File: src/core/tcp_defines.svh
// Constants for the three-cell pack protection logic
// ----------------------------------------------------------------------------
// Summary of operation
// - Start in power-down; leave on charger present
// - Overcharge past delay asserts charge inhibit
// - Release flag drops charge inhibit at once
// - Overdischarge past delay turns discharge gate off
// - Overdischarge release flag restores discharge once the charger has left power-down
// - Normal mode: overcurrent past delay gates discharge off
// - Overcurrent trip holds discharge off 256 ms
// - After hold, resume only when load released
// - Three overcurrent levels, each own delay
// - Level two 4 ms, level three 300 us fixed
// - Overcharge, overdischarge delays: 11.8 ms per unit
// - Bleed each overcharged cell until its release
// - Overdischarge trip enters power-down, timers stopped
// - Power-down keeps overcharge detection for overcharged cells
// - Charger in power-down restarts all, normal mode
// - Charging seen through charger comparator flag
// - Charge inhibit active only under overcharge
// - Overdischarge never asserts charge inhibit
// - Sense flags: overcurrent in normal, charger in power-down
// - Hysteresis and levels live in comparators outside
// ----------------------------------------------------------------------------
`ifndef TCP_DEFINES_SVH
`define TCP_DEFINES_SVH

// ----------------------------------------------------------------------------
// Timing
// ----------------------------------------------------------------------------
`define TCP_CLK_NS 20
`define TCP_TICK_NS 100000
`define TCP_TICK_CYCLES ((`TCP_TICK_NS + `TCP_CLK_NS - 1) / `TCP_CLK_NS)
`define TCP_TICK_US (`TCP_TICK_NS / 1000)
`define TCP_UNIT_US 11800
`define TCP_UNIT_TICKS (`TCP_UNIT_US / `TCP_TICK_US)
`define TCP_OC2_US 4000
`define TCP_OC2_TICKS (`TCP_OC2_US / `TCP_TICK_US)
`define TCP_OC3_US 300
`define TCP_OC3_TICKS (`TCP_OC3_US / `TCP_TICK_US)
`define TCP_HOLD_US 256000
`define TCP_HOLD_TICKS ((`TCP_HOLD_US + `TCP_TICK_US - 1) / `TCP_TICK_US)

// ----------------------------------------------------------------------------
// Register map
// ----------------------------------------------------------------------------
`define TCP_OVERVOLT_DELAY_ADDR 12'h000
`define TCP_UNDERVOLT_DELAY_ADDR 12'h004
`define TCP_OVERAMP_DELAY_ADDR 12'h008
`define TCP_STATUS_ADDR 12'h00c
`define TCP_OVERVOLT_DELAY_RST 8'h02
`define TCP_UNDERVOLT_DELAY_RST 8'h02
`define TCP_OVERAMP_DELAY_RST 16'h0096

`endif

File: src/core/tcp_pkg.sv
// Types shared by the pack protection logic
package tcp_pkg;
    typedef enum logic [1:0] {
        TCP_MODE_PD = 2'b00,
        TCP_MODE_NORMAL = 2'b01,
        TCP_MODE_OC_HOLD = 2'b10,
        TCP_MODE_OC_WAIT = 2'b11
    } tcp_mode_t;

    // Index 0 is the top cell, 2 the low cell
    typedef struct packed {
        logic [2:0] overvolt;
        logic [2:0] overvolt_release;
        logic [2:0] undervolt;
        logic [2:0] undervolt_release;
        logic [2:0] overamp_level;
        logic charger;
        logic load_released;
    } tcp_flags_t;
endpackage

File: src/core/tcp_protect.sv
// Protection decision logic with APB register access
//
// Local design decisions: the APB slave port and the register offsets.
`timescale 1ns/100ps
`include "tcp_defines.svh"

module tcp_protect #(
    parameter int TICK_CYCLES = `TCP_TICK_CYCLES
)(
    input wire logic clk,
    input wire logic rstn,
    input wire tcp_pkg::tcp_flags_t sense_in,
    output logic charge_inhibit_out,
    output logic discharge_gate_out,
    output logic bleed_cell_top,
    output logic bleed_cell_mid,
    output logic bleed_cell_low,
    input wire logic psel,
    input wire logic penable,
    input wire logic pwrite,
    input wire logic [11:0] paddr,
    input wire logic [31:0] pwdata,
    output logic [31:0] prdata,
    output logic pready,
    output logic pslverr
);
    // ------------------------------------------------------------------------
    // Input synchronisers
    // ------------------------------------------------------------------------
    tcp_pkg::tcp_flags_t sync1_q;
    tcp_pkg::tcp_flags_t flags_q;

    always_ff @(posedge clk or negedge rstn)
    begin
        if (!rstn)
        begin
            sync1_q <= '0;
            flags_q <= '0;
        end
        else
        begin
            sync1_q <= sense_in;
            flags_q <= sync1_q;
        end
    end

    // ------------------------------------------------------------------------
    // Common tick
    // ------------------------------------------------------------------------
    logic [15:0] presc_q;
    logic tick_q;

    always_ff @(posedge clk or negedge rstn)
    begin
        if (!rstn)
        begin
            presc_q <= 16'h0000;
            tick_q <= 1'b0;
        end
        else if (presc_q >= 16'(TICK_CYCLES - 1))
        begin
            presc_q <= 16'h0000;
            tick_q <= 1'b1;
        end
        else
        begin
            presc_q <= presc_q + 16'h0001;
            tick_q <= 1'b0;
        end
    end

    // ------------------------------------------------------------------------
    // Registers
    // ------------------------------------------------------------------------
    logic [7:0] ov_set_q;
    logic [7:0] uv_set_q;
    logic [15:0] oa_set_q;
    tcp_pkg::tcp_mode_t mode_q;
    logic [2:0] ov_cell_q;
    logic [2:0] uv_cell_q;
    logic wr_go;
    logic addr_ok;

    // A request completes on the edge where pready is seen high
    assign wr_go = psel && penable && pready && pwrite;
    assign addr_ok = (paddr == `TCP_OVERVOLT_DELAY_ADDR) ||
        (paddr == `TCP_UNDERVOLT_DELAY_ADDR) || (paddr == `TCP_OVERAMP_DELAY_ADDR) ||
        (paddr == `TCP_STATUS_ADDR);

    always_ff @(posedge clk or negedge rstn)
    begin
        if (!rstn)
        begin
            ov_set_q <= `TCP_OVERVOLT_DELAY_RST;
            uv_set_q <= `TCP_UNDERVOLT_DELAY_RST;
            oa_set_q <= `TCP_OVERAMP_DELAY_RST;
        end
        else if (wr_go)
        begin
            if (paddr == `TCP_OVERVOLT_DELAY_ADDR)
                ov_set_q <= pwdata[7:0];
            if (paddr == `TCP_UNDERVOLT_DELAY_ADDR)
                uv_set_q <= pwdata[7:0];
            if (paddr == `TCP_OVERAMP_DELAY_ADDR)
                oa_set_q <= pwdata[15:0];
        end
    end

    always_ff @(posedge clk or negedge rstn)
    begin
        if (!rstn)
        begin
            pready <= 1'b0;
            pslverr <= 1'b0;
            prdata <= 32'h0000_0000;
        end
        else if (psel && penable && !pready)
        begin
            pready <= 1'b1;
            pslverr <= !addr_ok;
            case (paddr)
                `TCP_OVERVOLT_DELAY_ADDR: prdata <= {24'h000000, ov_set_q};
                `TCP_UNDERVOLT_DELAY_ADDR: prdata <= {24'h000000, uv_set_q};
                `TCP_OVERAMP_DELAY_ADDR: prdata <= {16'h0000, oa_set_q};
                `TCP_STATUS_ADDR: prdata <= {16'h0000, 3'h0, charge_inhibit_out,
                    discharge_gate_out, bleed_cell_top, bleed_cell_mid, bleed_cell_low,
                    uv_cell_q, ov_cell_q, mode_q};
                default: prdata <= 32'h0000_0000;
            endcase
        end
        else
        begin
            pready <= 1'b0;
            pslverr <= 1'b0;
        end
    end

    // ------------------------------------------------------------------------
    // Overcharge per cell
    // ------------------------------------------------------------------------
    // A zero setting still waits one tick so a flag glitch cannot trip
    logic [15:0] ov_lim;
    logic [15:0] uv_lim;
    logic [2:0] ov_keep_q;
    logic [2:0] ov_trip;
    logic in_pd;

    assign in_pd = (mode_q == tcp_pkg::TCP_MODE_PD);
    assign ov_lim = (ov_set_q == 8'h00) ? 16'h0001 :
        16'(ov_set_q * 16'(`TCP_UNIT_TICKS));
    assign uv_lim = (uv_set_q == 8'h00) ? 16'h0001 :
        16'(uv_set_q * 16'(`TCP_UNIT_TICKS));

    genvar gi;
    generate
        for (gi = 0; gi < 3; gi++)
        begin : g_cell
            logic [15:0] cnt_q;
            logic en;

            assign en = !in_pd || ov_keep_q[gi];
            assign ov_trip[gi] = en && flags_q.overvolt[gi] && (cnt_q >= ov_lim);

            always_ff @(posedge clk or negedge rstn)
            begin
                if (!rstn)
                    cnt_q <= 16'h0000;
                else if (!en || !flags_q.overvolt[gi])
                    cnt_q <= 16'h0000;
                else if (tick_q && cnt_q < ov_lim)
                    cnt_q <= cnt_q + 16'h0001;
            end

            // Set wins over a release seen in the same cycle
            always_ff @(posedge clk or negedge rstn)
            begin
                if (!rstn)
                    ov_cell_q[gi] <= 1'b0;
                else if (ov_trip[gi])
                    ov_cell_q[gi] <= 1'b1;
                else if (flags_q.overvolt_release[gi])
                    ov_cell_q[gi] <= 1'b0;
            end
        end
    endgenerate

    // ------------------------------------------------------------------------
    // Overdischarge timer
    // ------------------------------------------------------------------------
    logic [15:0] uv_cnt_q;
    logic uv_trip;

    assign uv_trip = !in_pd && (|flags_q.undervolt) && (uv_cnt_q >= uv_lim);

    always_ff @(posedge clk or negedge rstn)
    begin
        if (!rstn)
            uv_cnt_q <= 16'h0000;
        else if (in_pd || !(|flags_q.undervolt))
            uv_cnt_q <= 16'h0000;
        else if (tick_q && uv_cnt_q < uv_lim)
            uv_cnt_q <= uv_cnt_q + 16'h0001;
    end

    always_ff @(posedge clk or negedge rstn)
    begin
        if (!rstn)
            uv_cell_q <= 3'h0;
        else if (uv_trip)
            uv_cell_q <= uv_cell_q | flags_q.undervolt;
        else
            uv_cell_q <= uv_cell_q & ~flags_q.undervolt_release;
    end

    // ------------------------------------------------------------------------
    // Overcurrent timers and mode
    // ------------------------------------------------------------------------
    logic [15:0] oa_lim;
    logic [15:0] oa_cnt_q;
    logic [15:0] hold_cnt_q;
    logic oa_any;
    logic oa_trip;

    // Highest exceeded level picks its own delay; levels two and three are fixed
    assign oa_lim = flags_q.overamp_level[2] ? 16'(`TCP_OC3_TICKS) :
        flags_q.overamp_level[1] ? 16'(`TCP_OC2_TICKS) :
        (oa_set_q == 16'h0000) ? 16'h0001 : oa_set_q;
    assign oa_any = (mode_q == tcp_pkg::TCP_MODE_NORMAL) && (|flags_q.overamp_level);
    assign oa_trip = oa_any && (oa_cnt_q >= oa_lim);

    always_ff @(posedge clk or negedge rstn)
    begin
        if (!rstn)
            oa_cnt_q <= 16'h0000;
        else if (!oa_any)
            oa_cnt_q <= 16'h0000;
        else if (tick_q && oa_cnt_q < oa_lim)
            oa_cnt_q <= oa_cnt_q + 16'h0001;
    end

    always_ff @(posedge clk or negedge rstn)
    begin
        if (!rstn)
            hold_cnt_q <= 16'h0000;
        else if (mode_q != tcp_pkg::TCP_MODE_OC_HOLD)
            hold_cnt_q <= 16'h0000;
        else if (tick_q)
            hold_cnt_q <= hold_cnt_q + 16'h0001;
    end

    always_ff @(posedge clk or negedge rstn)
    begin
        if (!rstn)
        begin
            mode_q <= tcp_pkg::TCP_MODE_PD;
            ov_keep_q <= 3'h0;
        end
        else if (uv_trip)
        begin
            mode_q <= tcp_pkg::TCP_MODE_PD;
            ov_keep_q <= ov_cell_q | ov_trip;
        end
        else
        begin
            case (mode_q)
                tcp_pkg::TCP_MODE_PD:
                    if (flags_q.charger)
                    begin
                        mode_q <= tcp_pkg::TCP_MODE_NORMAL;
                        ov_keep_q <= 3'h0;
                    end
                tcp_pkg::TCP_MODE_NORMAL:
                    if (oa_trip)
                        mode_q <= tcp_pkg::TCP_MODE_OC_HOLD;
                // One extra tick: the first tick after entry may come at once
                tcp_pkg::TCP_MODE_OC_HOLD:
                    if (tick_q && hold_cnt_q >= 16'(`TCP_HOLD_TICKS))
                        mode_q <= tcp_pkg::TCP_MODE_OC_WAIT;
                tcp_pkg::TCP_MODE_OC_WAIT:
                    if (flags_q.load_released)
                        mode_q <= tcp_pkg::TCP_MODE_NORMAL;
                default:
                    mode_q <= tcp_pkg::TCP_MODE_PD;
            endcase
        end
    end

    // ------------------------------------------------------------------------
    // Outputs
    // ------------------------------------------------------------------------
    // Overdischarge state never reaches charge inhibit, so charging stays open
    always_ff @(posedge clk or negedge rstn)
    begin
        if (!rstn)
        begin
            charge_inhibit_out <= 1'b0;
            discharge_gate_out <= 1'b0;
            bleed_cell_top <= 1'b0;
            bleed_cell_mid <= 1'b0;
            bleed_cell_low <= 1'b0;
        end
        else
        begin
            charge_inhibit_out <= |ov_cell_q;
            discharge_gate_out <= (mode_q == tcp_pkg::TCP_MODE_NORMAL) &&
                !(|uv_cell_q);
            bleed_cell_top <= ov_cell_q[0];
            bleed_cell_mid <= ov_cell_q[1];
            bleed_cell_low <= ov_cell_q[2];
        end
    end

    // ------------------------------------------------------------------------
    // Checks
    // ------------------------------------------------------------------------
    pd_hold_a: assert property (@(posedge clk) disable iff (!rstn)
        (in_pd && !flags_q.charger && !uv_trip) |=> in_pd)
        else $error("left power-down without charger");

    pd_wake_a: assert property (@(posedge clk) disable iff (!rstn)
        (in_pd && flags_q.charger) |=> (mode_q == tcp_pkg::TCP_MODE_NORMAL))
        else $error("charger did not wake the block");

    ov_release_a: assert property (@(posedge clk) disable iff (!rstn)
        ((|ov_cell_q) && ((ov_cell_q & ~flags_q.overvolt_release) == 3'h0) && !(|ov_trip))
        |=> ##1 !charge_inhibit_out)
        else $error("charge inhibit not released");

    ov_trip_a: assert property (@(posedge clk) disable iff (!rstn)
        (|ov_trip) |=> ##1 (charge_inhibit_out && (bleed_cell_top || bleed_cell_mid ||
        bleed_cell_low)))
        else $error("overcharge trip missed output");

    uv_only_a: assert property (@(posedge clk) disable iff (!rstn)
        (ov_cell_q == 3'h0 && |uv_cell_q) |=> !charge_inhibit_out)
        else $error("overdischarge asserted charge inhibit");

    uv_powerdown_a: assert property (@(posedge clk) disable iff (!rstn)
        uv_trip |=> (in_pd && |uv_cell_q) ##1 !discharge_gate_out)
        else $error("overdischarge did not power down");

    oc_hold_a: assert property (@(posedge clk) disable iff (!rstn)
        (mode_q == tcp_pkg::TCP_MODE_OC_HOLD && hold_cnt_q < 16'(`TCP_HOLD_TICKS))
        |=> (mode_q != tcp_pkg::TCP_MODE_NORMAL) ##1 !discharge_gate_out)
        else $error("overcurrent hold cut short");

    oc_wait_a: assert property (@(posedge clk) disable iff (!rstn)
        (mode_q == tcp_pkg::TCP_MODE_OC_WAIT && !flags_q.load_released && !uv_trip)
        |=> (mode_q == tcp_pkg::TCP_MODE_OC_WAIT))
        else $error("resumed before load release");

    oc_third_a: assert property (@(posedge clk) disable iff (!rstn)
        (oa_any && flags_q.overamp_level[2] && oa_cnt_q >= 16'(`TCP_OC3_TICKS) && !uv_trip)
        |=> (mode_q == tcp_pkg::TCP_MODE_OC_HOLD))
        else $error("level three delay wrong");

    oc_restart_a: assert property (@(posedge clk) disable iff (!rstn)
        !oa_any |=> (oa_cnt_q == 16'h0000))
        else $error("overcurrent timer not restarted");

endmodule // tcp_protect

File: config.mk
export PLATFORM = sky130hd
export DESIGN_NAME = tcp_protect
export DESIGN_NICKNAME = d
export VERILOG_FILES = /design/src/core/tcp_pkg.sv /design/src/core/tcp_protect.sv
export VERILOG_INCLUDE_DIRS = /design/src /design/src/core
export SDC_FILE = /design/constraint.sdc
export NUM_CORES = 1
export LEC_CHECK = 0
export BUFFER_PORTS_ARGS = -buffer_cell sky130_fd_sc_hd__buf_2
export CAP_MARGIN = 20
export CORE_ASPECT_RATIO = 0.75
export CORE_UTILIZATION = 62
export DETAILED_ROUTE_END_ITERATION = 8
export PLACE_DENSITY = 0.86
export SLEW_MARGIN = 20
export SYNTH_ARGS = -nofsm -noshare
export SYNTH_HDL_FRONTEND = slang
export SYNTH_SLANG_ARGS = --single-unit
File: constraint.sdc
create_clock -name clk -period 5.87 [get_ports clk]
set_clock_uncertainty 0.05 [all_clocks]
set_input_delay 0.587 -clock clk [delete_from_list [all_inputs] [get_ports clk]]
set_output_delay 0.587 -clock clk [all_outputs]
set_load 0.02 [all_outputs]
After elaboration in Yosys (flattened, before gate mapping). Index checks and enable logic that the tools add are counted.

Flip-flop bits (word level): 229. Latch bits: 0. Bits in writable memories: 0. Memory bits (read-only): 0. Input port bits: 66. Output and inout bits: 39. Word-level logic and storage cells: 180. Memories kept: 0.

Add/sub/neg operators: 7. Multiply operators: 2. Div/mod/pow operators: 0. Order comparisons: 12. Equal/unequal tests: 12. Shifts and indexed selects: 0. Muxes and demuxes: 38. Bitwise gates (word level): 4. Reduce and logical (&&, ||, !) cells: 66.

Operators by type and width (count): $mux W16 (16); $add A16 B1 Y16 const B (7); $ge A16 B15 Y1 (4); $lt A16 B15 Y1 (4); $pmux W16 S4 (1); $mux W15 (2); $mul A8 B6 Y14 const B (2); $eq A12 B4 Y1 const B (2); $logic_and A1 B1 Y1 (21); $reduce_bool A2 Y1 (10); $ge A16 B12 Y1 const B (1); $ge A16 B13 Y1 const B (1); $ge A16 B16 Y1 (1); $logic_not A16 Y1 (1); $logic_not A8 Y1 (2); $lt A16 B16 Y1 (1); $eq A12 B3 Y1 const B (1); $logic_not A12 Y1 (1); $mux W3 (4); $reduce_or A3 Y1 (4); $logic_not A1 Y1 (11); $logic_or A1 B1 Y1 (10); $mux W2 (5); $mux W1 (9); 13 further kinds (20).

Depth between registers and ports, before layout. Gate-level depths: netlist (run 1).

Word-level depth: 9. Mapped depth: 22. Depth with buffers taken out: 20.

Worst setup path before layout (run 1). Ideal clock, no wire load.

Path type: reg2reg. From: reg ov_set_q[0]. To: reg g_cell[1].cnt_q[3]. Library setup time: 0.078 ns. Arrival time: 5.266 ns. Data required time: 5.742 ns. Setup slack: 0.476 ns. Stages on the path, launching flop included: 20. Path buffers: 0. Period minus slack after synthesis: 5.394 ns. Cell sequence: dfrtp_1 -> fa_1 -> inv_1 -> fa_1 -> fa_1 -> inv_1 -> ha_1 -> nor2b_1 -> o21ai_0 -> a21boi_0 -> o31ai_1 -> a211oi_1 -> a21oi_1 -> ha_1 -> and4b_1 -> a22o_1 -> a2111oi_4 -> nand2_2 -> or4_1 -> a21oi_1.

Longest elaborated chain between the ends: 5. Elaborated cells on any way between the ends: 6. Classes of those cells: 1 x mul; 1 x order compare; 1 x mux; 3 x reduce/logical.

Ends and longest elaborated chain: from (decl) (line tcp_protect.sv:75) `logic [7:0] ov_set_q;`; from (signal assigned) (line tcp_protect.sv:94) `` ov_set_q <= `TCP_OVERVOLT_DELAY_RST; ``; from (signal assigned) (line tcp_protect.sv:101) `ov_set_q <= pwdata[7:0];`; $mul A8 B6 Y14 or $logic_not A8 Y1 (tied branches) (line tcp_protect.sv:150, tcp_protect.sv:149); $mux W15 * (line tcp_protect.sv:149) `assign ov_lim = (ov_set_q == 8'h00) ? 16'h0001 :`; $lt A16 B15 Y1 * (line tcp_protect.sv:170) `else if (tick_q && cnt_q < ov_lim)`; $logic_and A1 B1 Y1 * (line tcp_protect.sv:170); $reduce_bool A2 Y1 (no source line) *; to (signal assigned) (line tcp_protect.sv:171) `cnt_q <= cnt_q + 16'h0001;`; to (decl) (line tcp_protect.sv:158) `logic [15:0] cnt_q;`.

Mark *: on every way between the ends. The rest lies on a longest branch, timed or not. A chain may end at the register's enable or synchronous reset.

Final worst setup path (run 1).
From: reg ov_set_q[1]. To: reg g_cell[1].cnt_q[5].

Same word-level chain as after synthesis.

==> flow_summary.toml, run 1 <==
[grt]
overflow = 0
grt_pass1_wl_mm = 57.3
grt_pass1_vias = 11200
grtUsageTotal = 0.304
grt_antenna_before_repair = 1
grt_max_degree = 123

[synth]
ys_ff_latch = 213
netlist.area_leader.share = 0.368
synth_edf_count = 0
syn_avg_cell_area_um2 = 9.76
synth_area_leaders = "dfrtp_1 37%, ha_1 14%, fa_1 4.8%, nand2_1 3.7%, inv_1 2.9%"
yosysMostFrequentCell = "dfrtp_1"
synthesis.area_um2 = 14100
ys_async_sr_fraction = 1.00
synth_common_cells = "207 x dfrtp_1, 156 x ha_1, 138 x nand2_1, 109 x inv_1, 84 x nor2_1"
synthFlopType = "dfrtp_1"
yosysTopAreaCell = "dfrtp_1"
ys_types = 76
ys_seq_area_frac = 0.380
yosysWarnings = 0
syn_inst = 1440

[cells_and_area]
fin_cells = 1857
seq_area_um2 = 5340
fin_util = 0.715
area.growth.synth_to_final_pct = 12.7
n_antenna_cell = 0
layout-drive-gt1-share = 0.134
multi_input_area_um2 = 8160
final_nets = 1803
fillCellCount = 1481

[placed_design]
dp_hpwl_mm = 24.9
pre_cts_ws_ps = -119
dp.cells = 1815
place.gp.congestion = 0.889
port_buffers = 72

[setup_path]
critPathMaxFanout = 6
cp_top_family = "adder cells"
slowest_delay_ps = 580
cp_data_required_time_ps = 6270
critPathSlowestCell = "dfstp_2"
cp.arrival_ps = 6090
cp-end-kind = "register"
crit_path_start_kind = "register"
startpoint = "ov_set_q[1]$_DFFE_PN1P_"
path_class = "reg2reg"
crit_chain = "inv_1 > fa_1 > fa_1 > fa_1 > inv_1 > ha_1 > o21ai_1 > a21boi_1 > o31ai_1 > buf_4 > a21oi_1 > mux2i_1 > buf_4 > ha_1 > and4b_1 > and3_1 > a2111oi_4 > nand2_2 > or4_1 > a21oi_1"
crit_buf_inv = 4
reg2reg_from = "ov_set_q[1]$_DFFE_PN1P_"
timing.critical_path.mode_cell = "fa_1"

[drt]
antenna_left = 0
drt-wirelength-per-cell_um = 18.6
dr.pass1.iters = 6
viasPerCell = 6.18
wl_mm = 34.6
drt_iter0_drc = 1029
num_vias = 11500
drc_errors = 0

[power_and_ir_drop]
power_density_nw_per_um2 = 247
max-vdd-ir-drop_mv = 0.225
p_leak_nw = 7.82
finalPower_w = 0.00392

[cts]
cts_buffer_depth = 3
cts_tree = "yes"
clk_pin_slew_ps = 70
cts-buffers-inserted = 23
cts.htree.levels = 1
cts_num_sinks = 213
clk_latency_ps = 520
hold_buffers = 0
cts_root_buf = "clkbuf_16"

[floorplan]
die_x_um = 176
dieArea_um2 = 23300
rows = 47
dieHeight_um = 132
boundaryPins = 105
initial_utilization = 0.634
coreArea_um2 = 22200

[timing]
finalSetupViolCount = 0
worst_slack_ps = 180
hold_violations = 0
fmax_mhz = 176
relSlewSlack = 0.338
fin_crit_sh = 0.969
fin_tns_setup_ps = 0
worst_pin_slew_ps = 980
min_period_ps = 5690
drv_slew = 0

[hold_path]
hold_path_class = "in2async"

[outcome]
outcome = "finished, final reports clean"

[run]
cap_violations = 0
==> sequential cells by signal, summed over array words and instances (netlist names), 2 cells and up <==
signal and count:
g_cell.cnt_q 48, flags_q 17, sync1_q 17, hold_cnt_q 16, oa_cnt_q 16, oa_set_q 16, prdata 16, presc_q 16
uv_cnt_q 16, ov_set_q 8, uv_set_q 8, ov_cell_q 3, ov_keep_q 3, uv_cell_q 3, mode_q 2
==> final timing paths <==
check | endpoint | slack, ps | cells after the start
max in group asynchronous | ov_keep_q[2]$_DFFE_PN0P_ | 4320 | 2
max reg2reg | g_cell[1].cnt_q[5]$_DFFE_PN0P_ | 180 | 20
min reg2reg | flags_q[3]$_DFF_PN0_ | 300 | 0
min in group clk | sync1_q[12]$_DFF_PN0_ | 120 | 1
max | g_cell[1].cnt_q[5]$_DFFE_PN0P_ | 180 | 20
min | uv_cnt_q[7]$_DFFE_PN0P_ | 80 | 1
==> report_power, final <==
part           switching (W)  total, W  internal, W
Clock               0.000626   0.00157     0.000940
Sequential         0.0000835   0.00162      0.00154
Combinational       0.000462  0.000727     0.000265
==> stage by stage <==
| stage | hold WS, ps | instance area (um2) |
|---|---|---|
| floorplan | 241 | 14100 |
| global placement | 284 | 14900 |
| detailed placement | 285 | 14900 |
| CTS | 111 | 15800 |
| global route | 112 | 15800 |
| finish | 84.0 | 15800 |
==> metal layers <==
metal | part of all wire | GRT usage | vias up
met1 | 0.44 | 0.431 | 5505
met3 | 0.083 | 0.0583 | 88
li1 | - | - | 5356
met4 | 0.030 | 0.0918 | 2
met5 | 0.00038 | 0 | -
met2 | 0.45 | 0.473 | 528
==> area by class of cell <==
class	count	share of cell area
Clock inverter	14	0.0126
Timing Repair Buffer	118	0.0468
Sequential cell	213	0.337
Clock buffer	27	0.0392
Tap cell	294	0.0232
Multi-Input combinational cell	1081	0.515
Inverter	110	0.0261
==> layout by cell type (no fill, tap or decap), types with 15 or more instances in the layout <==
cell and count:
fa_1 34, nand2b_1 19, nand4_1 34, xor2_1 16, o21ai_0 48, and3_1 34, nand2_1 138, o31ai_1 22
nor4_1 15, and2_1 26, nand3_1 46, ha_1 155, buf_4 44, o21a_1 15, a21oi_1 76, or3_1 16
or4_1 21, clkbuf_16 23, xnor2_1 32, dfrtp_1 206, buf_2 71, nor2_1 84, conb_1 19, mux2i_1 15
o21ai_1 16, inv_1 109
==> repair_timing <==
action,CTS,global route
pin swaps,0,6
resized for setup,2,17
setup endpoints to repair,16,42
buffers inserted,0,1
==> logic make-up after synthesis <==
family / synth area share
buf+inv: 0.0500
mux: 0.0299
other cells: 0.000267
xor+xnor: 0.0299
flops: 0.380
simple gates: 0.181
fa+ha+maj: 0.187
compound gates: 0.142
Note: power is estimated with default switching activity, not from simulation.
==> run 2, diff against run 1 <==
--- a/config.mk
+++ b/config.mk
@@ -10,9 +10,10 @@
 export CAP_MARGIN = 20
 export CORE_ASPECT_RATIO = 0.75
 export CORE_UTILIZATION = 62
+export CTS_BUF_LIST = sky130_fd_sc_hd__clkbuf_8 sky130_fd_sc_hd__clkbuf_16
 export DETAILED_ROUTE_END_ITERATION = 8
 export PLACE_DENSITY = 0.86
-export SLEW_MARGIN = 20
+export SLEW_MARGIN = 0
 export SYNTH_ARGS = -nofsm -noshare
 export SYNTH_HDL_FRONTEND = slang
 export SYNTH_SLANG_ARGS = --single-unit
==> flow_summary.toml, run 2 (synthesized netlist as in run 1, its figures left out) <==
[setup_path]
crit_buf_inv = 4
cp.arrival_ps = 6090
critPathMaxFanout = 6
crit_cells = 20
crit_path_start_kind = "register"
timing.critical_path.mode_cell = "fa_1"
slowest_delay_ps = 590
critPathSlowestCell = "dfstp_2"
cp_data_required_time_ps = 6270
cp_top_family = "adder cells"
crit_chain = "inv_1 > fa_1 > fa_1 > fa_1 > inv_1 > ha_1 > o21ai_1 > a21boi_1 > o31ai_1 > buf_4 > a21oi_1 > mux2i_1 > buf_4 > ha_1 > and4b_1 > and3_1 > a2111oi_4 > nand2_2 > or4_1 > a21oi_1"
reg2reg_depth = 20
cp-end-kind = "register"
path_class = "reg2reg"

[timing]
fmax_mhz = 176
relSlewSlack = 0.332
worst_pin_slew_ps = 989
fin_crit_sh = 0.970
drv_slew = 0
whs_ps = 85.6
worst_slack_ps = 179
min_period_ps = 5690
hold_violations = 0
finalSetupViolCount = 0

[power_and_ir_drop]
max-vdd-ir-drop_mv = 0.225
finalPower_w = 0.00392
p_leak_nw = 7.82
power_density_nw_per_um2 = 247

[drt]
drc_errors = 0
dr.pass1.iters = 6
drt_iter0_drc = 1038
viasPerCell = 6.18
antenna_left = 0
drt-wirelength-per-cell_um = 18.6
wl_mm = 34.6
num_vias = 11500

[floorplan]
coreArea_um2 = 22200
rows = 47
die_x_um = 176
boundaryPins = 105
dieArea_um2 = 23300
dieHeight_um = 132
initial_utilization = 0.634

[run]
cap_violations = 0

[cells_and_area]
layout-drive-gt1-share = 0.134
largest_reg_flops = 48
area.growth.synth_to_final_pct = 12.7
mostFrequentLayoutCells = "206 x dfrtp_1, 155 x ha_1, 138 x nand2_1"
final_common_cell = "dfrtp_1"
n_antenna_cell = 0
postLayoutCellArea_um2 = 15800
reg_top3 = "g_cell.cnt_q x48, flags_q x17, sync1_q x17"
fillCellCount = 1481
final_nets = 1803
regMostFlops = "g_cell.cnt_q"

[placed_design]
place_area_um2 = 14900
port_buffers = 72
dp_hpwl_mm = 24.9
place.gp.congestion = 0.889
pre_cts_ws_ps = -119

[cts]
cts_root_buf = "clkbuf_16"
cts-buffers-inserted = 23
hold_buffers = 0
cts_tree = "yes"
clk_latency_ps = 520
cts_buffer_depth = 3
cts.htree.levels = 1
cts_num_sinks = 213
clk_pin_slew_ps = 70

[grt]
grtUsageTotal = 0.304
overflow = 0
grt_pass1_vias = 11200
grt_max_degree = 123
grt_pass1_wl_mm = 57.3
grt_antenna_before_repair = 1

[hold_path]
hold_path_class = "in2async"

[outcome]
outcome = "finished, final reports clean"
-- run 2: power breakdown --
part,switching [W],total (W),internal [W],leakage [nW]
clock network,0.000626,0.00156,0.000938,0.398
registers,0.0000837,0.00162,0.00154,2.80
logic,0.000463,0.000727,0.000265,4.62
-- run 2: final timing paths --
kind                                              start                             end  slack, ps
worst max-delay path            ov_set_q[1]$_DFFE_PN1P_  g_cell[1].cnt_q[5]$_DFFE_PN0P_        180
worst min-delay path                               rstn         uv_cnt_q[7]$_DFFE_PN0P_         90
worst max register to register  ov_set_q[1]$_DFFE_PN1P_  g_cell[1].cnt_q[5]$_DFFE_PN0P_        180
worst min register to register     sync1_q[3]$_DFF_PN0_            flags_q[3]$_DFF_PN0_        300
max in group asynchronous                          rstn        ov_keep_q[2]$_DFFE_PN0P_       4320
min in group clk                           sense_in[12]           sync1_q[12]$_DFF_PN0_        120
-- run 2: timing repair --
item	4_1_cts	5_1_grt
setup buffers	0	1
pin swaps	0	6
gates resized for setup	2	17
setup endpoints to repair	16	42
-- run 2: final cells by class --
| class | instances | area [um2] | share of cell area |
|---|---|---|---|
| Multi-Input combinational cell | 1081 | 8160 | 0.515 |
| Sequential cell | 213 | 5340 | 0.337 |
| Timing Repair Buffer | 118 | 741 | 0.0468 |
| Clock buffer | 26 | 617 | 0.0389 |
| Inverter | 110 | 413 | 0.0261 |
| Tap cell | 294 | 368 | 0.0232 |
| Clock inverter | 15 | 204 | 0.0129 |
-- run 2: stage by stage --
stage | TNS [ps] | std cells | utilization
finish | 0 | 1857 | 0.715
detailed placement | -698 | 1815 | 0.674
global placement | 0 | 1815 | 0.674
floorplan | 0 | 1458 | -
CTS | 0 | 1856 | 0.711
global route | -74.1 | 1857 | 0.715
-- run 2: metal layers --
metal	global-route usage	up-vias	part of all wire
li1	-	5358	-
met1	0.431	5508	0.44
met2	0.473	521	0.45
met3	0.0583	84	0.082
met4	0.0918	2	0.030
met5	0	-	0.00038
==> run 3, diff against run 2 <==
--- a/config.mk
+++ b/config.mk
@@ -9,10 +9,10 @@
 export BUFFER_PORTS_ARGS = -buffer_cell sky130_fd_sc_hd__buf_2
 export CAP_MARGIN = 20
 export CORE_ASPECT_RATIO = 0.75
-export CORE_UTILIZATION = 62
-export CTS_BUF_LIST = sky130_fd_sc_hd__clkbuf_8 sky130_fd_sc_hd__clkbuf_16
+export CORE_UTILIZATION = 63
+export CTS_BUF_LIST = sky130_fd_sc_hd__clkbuf_2
 export DETAILED_ROUTE_END_ITERATION = 8
-export PLACE_DENSITY = 0.86
+export PLACE_DENSITY = 0.88
 export SLEW_MARGIN = 0
 export SYNTH_ARGS = -nofsm -noshare
 export SYNTH_HDL_FRONTEND = slang
==> constraint.sdc (replaced) <==
create_clock -name clk -period 5.87 [get_ports clk]
set_clock_uncertainty 0.05 [all_clocks]
set_input_delay 1.4675 -clock clk [delete_from_list [all_inputs] [get_ports clk]]
set_output_delay 1.4675 -clock clk [all_outputs]
set_load 0.02 [all_outputs]
==> flow_summary.toml, run 3 (synthesized netlist as in run 1, its figures left out) <==
[outcome]
outcome = "finished, final reports clean"

[cells_and_area]
fillCellCount = 1462
area.growth.synth_to_final_pct = 11.2
reg_top3 = "g_cell.cnt_q x48, flags_q x17, sync1_q x17"
final_nets = 1842
largest_reg_flops = 48
postLayoutCellArea_um2 = 15600
final_common_cell = "dfrtp_1"
fin_cells = 1916
mostFrequentLayoutCells = "206 x dfrtp_1, 155 x ha_1, 138 x nand2_1"
layout-drive-gt1-share = 0.164
regMostFlops = "g_cell.cnt_q"

[grt]
grtUsageTotal = 0.305
grt.busiest_layer = "met2"
gr-usage-met2 = 0.476
met3_usage = 0.0573
grt_use_met1 = 0.437
grt_pass1_vias = 11600
grt_pass1_wl_mm = 57.3
grt_antenna_before_repair = 0
overflow = 0
grt_max_degree = 128

[timing]
whs_ps = 295
finalSetupViolCount = 0
drv_slew = 0
fmax_mhz = 174
relSlewSlack = 0.321
worst_pin_slew_ps = 1020
hold_violations = 0
min_period_ps = 5750
fin_crit_sh = 0.980

[drt]
drt_iter0_drc = 1131
wl_mm = 34.8
viasPerCell = 6.16
drc_errors = 0
drt-wirelength-per-cell_um = 18.2
num_vias = 11800
dr.pass1.iters = 5
antenna_left = 0

[placed_design]
place_area_um2 = 15000
port_buffers = 72
dp.cells = 1814
place.gp.congestion = 0.871
dp_hpwl_mm = 25.2

[setup_path]
slowest_delay_ps = 600
cp_top_family = "adder cells"
crit_buf_inv = 4
timing.critical_path.mode_cell = "fa_1"
critPathSlowestCell = "dfstp_2"
crit_path_start_kind = "register"
cp.arrival_ps = 6470
cp_data_required_time_ps = 6580
critPathMaxFanout = 5
crit_chain = "fa_1 > inv_1 > fa_1 > fa_1 > inv_1 > ha_1 > nor2b_2 > o21ai_2 > a21boi_2 > o31ai_1 > buf_4 > a211oi_1 > a21oi_2 > ha_1 > and4b_1 > and3_1 > a2111oi_4 > buf_4 > nand2_2 > or4_1 > a21oi_2"
cp-end-kind = "register"
path_class = "reg2reg"

[hold_path]
hold_path_class = "reg2reg"

[cts]
cts-buffers-inserted = 51
cts.htree.levels = 2
clk_latency_ps = 880
clk_pin_slew_ps = 110
cts_buffer_depth = 3
hold_buffers = 0
cts_tree = "yes"
cts_num_sinks = 213
cts_root_buf = "clkbuf_2"

[power_and_ir_drop]
p_leak_nw = 7.86
max-vdd-ir-drop_mv = 0.160
power_density_nw_per_um2 = 215

[floorplan]
boundaryPins = 105
rows = 46
dieHeight_um = 131
dieArea_um2 = 22900
die_x_um = 174
initial_utilization = 0.653
coreArea_um2 = 21500

[run]
cap_violations = 0
-- run 3: changes by cell type in the layout (fill, tap and decap cells not counted), sizes merged --
cell / before / now
clkbuf: 26 / 77
buf: 118 / 128
clkinv: 8 / 15
clkinvlp: 3 / 0
bufinv: 4 / 2
diode: 0 / 2
-- run 3: worst paths after layout --
kind                       slack, ps               startpoint  depth (start not counted)                             end
max                              120  ov_set_q[1]$_DFFE_PN1P_                         21  g_cell[1].cnt_q[5]$_DFFE_PN0P_
min in group asynchronous        700                     rstn                          1          prdata[13]$_DFFE_PN0P_
max in group asynchronous       4040                     rstn                          2            sync1_q[1]$_DFF_PN0_
min                              290     sync1_q[8]$_DFF_PN0_                          0            flags_q[8]$_DFF_PN0_
min reg2reg                      290     sync1_q[8]$_DFF_PN0_                          0            flags_q[8]$_DFF_PN0_
max reg2reg                      120  ov_set_q[1]$_DFFE_PN1P_                         21  g_cell[1].cnt_q[5]$_DFFE_PN0P_
-- run 3: where the power goes --
group,switching [W],internal (W),leakage [nW],total (W)
registers,0.0000821,0.00154,2.80,0.00162
clock network,0.000618,0.000439,0.373,0.00106
logic,0.000450,0.000239,4.68,0.000689
-- run 3: cell type report --
class	instances	area, um2	share of cell area
repair buffers	129	822	0.0526
flip-flops and latches	213	5340	0.342
diodes	2	5.00	0.000320
clock inverters	17	126	0.00809
clock buffers	76	380	0.0243
well taps	288	360	0.0231
multi-input cells	1081	8180	0.524
inverters	110	413	0.0264
-- run 3: timing repair --
item / CTS / global route
endpoints found under the setup margin: 23 / 59
pin swaps: 1 / 8
buffers inserted: 1 / 5
gates resized for setup: 4 / 23
-- run 3: metal layers --
layer  part of all wire  wire length [um]
met5                  0                 0
met1               0.43             15000
met4              0.018               616
met2               0.47             16400
met3              0.082              2870
-- run 3: per-stage QoR --
step | util | setup WS, ps | power [W] | setup TNS [ps]
after global placement | 0.695 | 118 | 0.00225 | 0
final | 0.726 | 116 | 0.00337 | 0
after global routing | 0.726 | -93.0 | 0.00356 | -255
after detailed placement | 0.695 | -62.7 | 0.00230 | -517
after CTS | 0.720 | 20.3 | 0.00336 | 0
after floorplan | - | 476 | 0.00207 | 0
